## src/rtl/capsense_mux_defines.vh

```
`ifndef CAPSENSE_MUX_DEFINES_VH
`define CAPSENSE_MUX_DEFINES_VH

// ============================================================
// Register location
`define SEL_SFR_PAGE        4'h0
`define SEL_SFR_ADDR        8'hAB
`define SEL_RESET           8'h00
`define SEL_CODE_RESET      4'h0

// ============================================================
// Field layout
`define SEL_FIELD_MSB       3
`define SEL_FIELD_W         4
`define SEL_RSVD_W          4

// ============================================================
// Channel decode
`define CH_COUNT            14
`define CODE_P1_BASE        4'h8
`define CODE_P1_4           4'hC
`define CODE_RSVD_LO        4'hE

`endif

```

## src/rtl/capsense_channel_decode.v

```verilog
`timescale 1ns/1ps
`include "capsense_mux_defines.vh"
// ============================================================
// One-hot channel decode
module capsense_channel_decode #(
    parameter CH_N = `CH_COUNT
) (
    // Select
    input  wire [3:0]      code_i,
    input  wire            large_pkg_i,
    // Decoded
    output wire [CH_N-1:0] onehot_o,
    output wire            valid_o
);
    genvar g;
    generate
        for (g = 0; g < CH_N; g = g + 1) begin : g_ch
            // Pin 4 of port 1 only exists on the larger package
            if (g == `CODE_P1_4) begin : g_opt
                assign onehot_o[g] = (code_i == g) && large_pkg_i;
            end else begin : g_std
                assign onehot_o[g] = (code_i == g);
            end
        end
    endgenerate

    // Codes at or above the reserved base select nothing
    assign valid_o = |onehot_o;
endmodule

```

## src/rtl/capsense_channel_select.v

```verilog
`timescale 1ns/1ps
`include "capsense_mux_defines.vh"
module capsense_channel_select #(
    parameter CH_N = `CH_COUNT
) (
    // Clock and reset
    input  wire            clk_i,
    input  wire            rst_i,
    // Special-function-register bus
    input  wire [3:0]      sfr_page_i,
    input  wire [7:0]      sfr_addr_i,
    input  wire            sfr_wr_i,
    input  wire [7:0]      sfr_wdata_i,
    output wire [7:0]      sfr_rdata_o,
    output wire            sfr_hit_o,
    // Auto-scan update from the converter
    input  wire            scan_load_i,
    input  wire [3:0]      scan_code_i,
    // Package option
    input  wire            large_pkg_i,
    // Multiplexer controls
    output wire [CH_N-1:0] ch_sel_o,
    output wire            ch_valid_o,
    output wire [3:0]      sel_code_o
);
    // ============================================================
    // Local sizes and codes
    localparam FIELD_W = `SEL_FIELD_W;
    localparam RSVD_W  = `SEL_RSVD_W;
    localparam DATA_W  = FIELD_W + RSVD_W;

    localparam [FIELD_W-1:0] RESET_CODE = `SEL_CODE_RESET;
    localparam [3:0]         PAGE_CODE  = `SEL_SFR_PAGE;
    localparam [7:0]         ADDR_CODE  = `SEL_SFR_ADDR;

    // Load source, one-hot
    localparam [2:0] SRC_NONE = 3'b001;
    localparam [2:0] SRC_FW   = 3'b010;
    localparam [2:0] SRC_SCAN = 3'b100;

    // ============================================================
    // Register address decode
    wire page_match;
    wire addr_match;
    wire hit;

    assign page_match = (sfr_page_i == PAGE_CODE);
    assign addr_match = (sfr_addr_i == ADDR_CODE);
    assign hit        = page_match && addr_match;

    // ============================================================
    // Write data field
    wire [FIELD_W-1:0] wdata_field;

    // Upper bits of the write byte are dropped here, so they can never land
    genvar b;
    generate
        for (b = 0; b < FIELD_W; b = b + 1) begin : g_wfield
            assign wdata_field[b] = sfr_wdata_i[b];
        end
    endgenerate

    // ============================================================
    // Load qualification
    wire fw_load;
    wire scan_load;

    assign fw_load   = sfr_wr_i && hit;
    assign scan_load = scan_load_i;

    // ============================================================
    // Load source selection
    reg [2:0] load_src;

    // Firmware write wins if both arrive in one cycle: it is the explicit request
    always @* begin
        load_src = SRC_NONE;
        if (fw_load) begin
            load_src = SRC_FW;
        end else if (scan_load) begin
            load_src = SRC_SCAN;
        end
    end

    // ============================================================
    // Next select value
    reg  [FIELD_W-1:0] sel_r;
    reg  [FIELD_W-1:0] sel_nxt;

    always @* begin
        sel_nxt = sel_r;
        case (load_src)
            SRC_FW: begin
                sel_nxt = wdata_field;
            end
            SRC_SCAN: begin
                sel_nxt = scan_code_i;
            end
            SRC_NONE: begin
                sel_nxt = sel_r;
            end
            default: begin
                sel_nxt = sel_r;
            end
        endcase
    end

    // ============================================================
    // Select register
    always @(posedge clk_i or posedge rst_i) begin
        if (rst_i) begin
            sel_r <= RESET_CODE;
        end else begin
            sel_r <= sel_nxt;
        end
    end

    // ============================================================
    // Read path
    wire [DATA_W-1:0] rdata_word;

    // Reserved bits are tied low per bit rather than stored: no flop to leak a write
    generate
        for (b = 0; b < DATA_W; b = b + 1) begin : g_rbit
            if (b < FIELD_W) begin : g_field
                assign rdata_word[b] = sel_r[b];
            end else begin : g_rsvd
                assign rdata_word[b] = 1'b0;
            end
        end
    endgenerate

    assign sfr_hit_o   = hit;
    assign sfr_rdata_o = hit ? rdata_word : {DATA_W{1'b0}};
    assign sel_code_o  = sel_r;

    // ============================================================
    // Decode
    // The decode reads the stored code, so a reserved value stays stored
    // but routes no pin until firmware or the scan logic replaces it
    capsense_channel_decode #(
        .CH_N (CH_N)
    ) u_decode (
        .code_i      (sel_r),
        .large_pkg_i (large_pkg_i),
        .onehot_o    (ch_sel_o),
        .valid_o     (ch_valid_o)
    );
endmodule

```

## config.mk

```make
export PLATFORM = sky130hd
export DESIGN_NAME = capsense_channel_select
export DESIGN_NICKNAME = d
export VERILOG_FILES = /design/src/rtl/capsense_channel_decode.v /design/src/rtl/capsense_channel_select.v
export VERILOG_INCLUDE_DIRS = /design/src /design/src/rtl
export SDC_FILE = /design/constraint.sdc
export NUM_CORES = 1
export LEC_CHECK = 0
export ABC_AREA = 1
export BUFFER_PORTS_ARGS = -buffer_cell sky130_fd_sc_hd__buf_2
export CELL_PAD_IN_SITES_DETAIL_PLACEMENT = 1
export CELL_PAD_IN_SITES_GLOBAL_PLACEMENT = 1
export CORE_MARGIN = 2
export CORE_UTILIZATION = 15
export CTS_CLUSTER_DIAMETER = 50
export DETAILED_ROUTE_END_ITERATION = 6
export GPL_ROUTABILITY_DRIVEN = 0
export PLACE_DENSITY = 0.81
export SKIP_CTS_REPAIR_TIMING = 1
export SLEW_MARGIN = 15
export SYNTH_ARGS = -nofsm -noshare
export SYNTH_HDL_FRONTEND = slang
export SYNTH_SLANG_ARGS = --single-unit
```

## constraint.sdc

```tcl
create_clock -name clk_i -period 0.8 [get_ports clk_i]
set_input_delay 0.16 -clock clk_i [delete_from_list [all_inputs] [get_ports clk_i]]
set_output_delay 0.16 -clock clk_i [all_outputs]
set_load 0.01 [all_outputs]
```

## Yosys cells after proc, flatten, opt, wreduce, memory -nomap -nowiden

Cells that the tools add are included.

- Equal/unequal tests: 16
- Reductions and logical operators: 7
- Mux-type cells: 4

Operators by type and width:

| operator | number |
|---|---|
| $eq 4x4->1 const B | 6 |
| $eq 4x3->1 const B | 4 |
| $reduce_or 14->1 | 1 |
| $eq 4x2->1 const B | 2 |
| $eq 8x8->1 const B | 1 |
| $logic_not 4->1 | 2 |
| $pmux 4 s2 | 1 |
| $mux 3 | 2 |
| $eq 4x1->1 const B | 1 |
| $mux 4 | 1 |
| $eq 3x2->1 const B | 1 |
| $eq 3x3->1 const B | 1 |
| $logic_and 1x1->1 | 3 |
| $reduce_bool 2->1 | 1 |

- Flip-flop bits (word level): 4
- Bits of input ports: 29

## Logic depth before layout (Yosys ltp)

- Word-level depth: 6
- Depth in mapped cells: 8

## By module

A second synthesis with hierarchy kept.

- Cells, all modules: 84
- Area, all modules: 498.0 sq um

By module, submodules not included:

| module | area each (sq um) | instances | sequential area each (sq um) | cells each |
|---|---|---|---|---|
| capsense_channel_select | 379.1 | 1 | 100.1 | 54 |
| capsense_channel_decode | 118.9 | 1 | 0.0 | 30 |

## Worst setup path after synthesis

Ideal clock, no wire load.

- Path type: reg-to-output
- Start: register sel_r[0] (netlist: sel_code_o[0])
- End: output ch_sel_o[12]
- Required time: 0.640 ns
- Arrival time: 0.816 ns
- Stages on the path, launching flop included: 4
- Setup slack: -0.176 ns
- Cell sequence: dfrtp_1 nor2_1 nand2_1 nor2_1

- Word-level cells in the longest chain between the ends: 2

RTL lines:

| element | line | source |
|---|---|---|
| from (decl) | capsense_channel_select.v:87 | `reg [FIELD_W-1:0] sel_r;` |
| from (signal assigned) | capsense_channel_select.v:114 | `sel_r <= sel_nxt;` |
| $eq 4x4->1 | capsense_channel_decode.v:20 | `assign onehot_o[g] = (code_i == g) && large_pkg_i;` |
| $logic_and 1x1->1 | capsense_channel_decode.v:20 |  |
| to (decl) | capsense_channel_select.v:22 | `output wire [CH_N-1:0] ch_sel_o,` |

No other way between the ends.

## Worst setup path after layout

- Start: register sel_r[2] (netlist: sel_code_o[2])
- End: output ch_sel_o[10]

- Word-level cells in the longest chain between the ends: 1

RTL lines:

| element | line | source |
|---|---|---|
| $eq 4x4->1 | capsense_channel_decode.v:22 | `assign onehot_o[g] = (code_i == g);` |

No other way between the ends.

==> results.toml <==
[grt]
grt_max_degree = 9
grt_pass1_vias = 759
grt_pass1_wl_um = 3240
overflow = 0
grt_use_total_pct = 12.1
grt_antenna_before_repair = 0

[logic_synthesis]
yosys.area.top_type = "dfrtp_1"
synth_cells = 76
syn_area_um2 = 444
synth_xor_area_share_pct = 0
synth.distinct_cells = 12
yosys-top-cells-area = "dfrtp_1, nor2_1, nand3_1, nand2_1, inv_1"
synth.yosys.seq_area_share_pct = 22.5
ys_warn_count = 0
yosysTopAreaCellShare_pct = 22.5
ys_ff_latch = 4
synth_top_family_by_area = "simple AND/OR/NAND/NOR gates"
synthMuxAreaShare_pct = 0
synth-compound-area-share_pct = 0
synthSimpleGateAreaFrac_pct = 60.6
avgSynthCellArea_um2 = 5.84
synth-adder-area-share_pct = 0

[route]
dr.pass1.iters = 2
drtAntennaViolNets = 0
num_vias = 716
routed_via_density = 4.21
wl_um = 2000
drtIter0Drc = 3
routedWlPerCell_um = 11.8
drc = 0

[timing]
period_minus_slack_ns = 1.31
max_freq_mhz = 764
layout_setup_ws_ns = -0.508
fin_skew_ns = 0
setup_viol = 28
grt_setup_unrepaired = "yes"
slew_violations = 0
finalHoldViolCount = 0
period_share_pct = 164

[worst_hold_path]
hold_path.class = "input port to flip-flop"
hold_depth = 3

[setup_path]
worstSetupPathType = "flip-flop to output port"
cp_max_fo = 6
end_kind = "output port"
cp.arrival_ns = 1.15
reg2reg_depth = 4
start_kind = "flip-flop"
cp.required_ns = 0.64

[final_layout]
fin_area_um2 = 1120
register_area_um2 = 105
layout_commonest_cell = "buf_2"
largest_reg_flops = 4
multiInputGateArea_um2 = 477
nets = 170
drive_gt1_share_pct = 80.6
fill_cells = 353
syn_to_final_growth_pct = 151
diodes = 0
final_cell_mix = "buf_2, nor2_4, buf_6"

[clock_network]
clk_latency_ns = 0.23
cts_tree = "built"
clock_sinks = 4
cts.clk_slew.worst_paths_ns = 0.04
htree_levels = 1
cts_root_buf = "clkbuf_4"
cts_buffer_depth = 2
cts_made_buffers = 3

[floorplan]
row_count = 19
start_util_pct = 16.0
dieArea_um2 = 3410
die_w_um = 58.4
core_area_um2 = 2780
boundaryPins = 57
die_height_um = 58.4

[power]
powerDensity_nw_per_um2 = 952
power.leakage_nw = 0.573
peakVddDrop_v = 0.000788
p_total_mw = 1.06

[run_status]
outcome = "finished with violations"
violations = "setup timing"

[place]
dp_hpwl_um = 1730
dpl_cell_area_um2 = 932
io_buffers = 48

[job]
drv_cap = 0
## worst max-delay path, stage by stage, from the launching register on
cell	delay, ns
dfrtp_2	0.46
inv_4	0.11
nand2_4	0.10
nor2_4	0.11
buf_2	0.13
## logic make-up (layout without fill, tap and decap cells)
family	after synthesis	count (layout)
flip-flops	4	4
other	1	4
AND/OR/NAND/NOR	56	56
buffers and inverters	15	75
## layout make-up
type                            count  share of cell area, %
Timing Repair Buffer               61                   38.0
Clock buffer                        3                   2.02
Multi-Input combinational cell     60                   42.7
Tap cell                           31                   3.48
Inverter                           11                   4.37
Sequential cell                     4                   9.42
## Yosys cell counts
cell type	n
nand2_1	16
nand3_2	1
nand3_1	12
nor2_4	2
buf_4	4
nor2_1	22
nand4_1	1
inv_1	11
nor3_4	1
nand2_4	1
conb_1	1
dfrtp_1	4
## power by group
part	leakage, nW	switching (mW)	internal (mW)
sequential	0.0442	0.0504	0.225
combinational	0.515	0.280	0.255
clock	0.0138	0.0845	0.168
## metal layers
metal  GRT usage, %  part of all wire [%]  vias to the layer above
met1           12.4                    35                      325
met4           3.32                   1.5                        0
li1               -                     -                      352
met5              0                     0                        -
met2           24.7                    55                       37
met3           1.98                   7.6                        2
## final timing paths
check	from	endpoint	slack [ns]
hold reg to reg	sel_code_o[1]	sel_code_o[1]	0.66
setup reg to reg	sel_code_o[2]	sel_code_o[2]	-0.22
max in group asynchronous	rst_i	sel_code_o[3]	0.29
min in group asynchronous	rst_i	sel_code_o[1]	0.35
setup / recovery	sel_code_o[2]	ch_sel_o[10]	-0.51
hold / removal	sfr_wdata_i[1]	sel_code_o[1]	0.16
## through the flow
stage	utilization [%]	std cells	TNS, ns	hold WS, ns	worst slack, ns
after floorplan	-	79	-2.50	-0.0739	-0.157
after global placement	33.5	163	-5.89	0.0423	-0.278
after detailed placement	33.5	163	-6.85	0.0445	-0.345
after CTS	34.3	166	-11.30	-0.211	-0.534
after global routing	40.1	170	-12.42	0.164	-0.562
final	40.1	170	-10.99	0.161	-0.508
No activity file was read; power rests on OpenSTA's default activity.
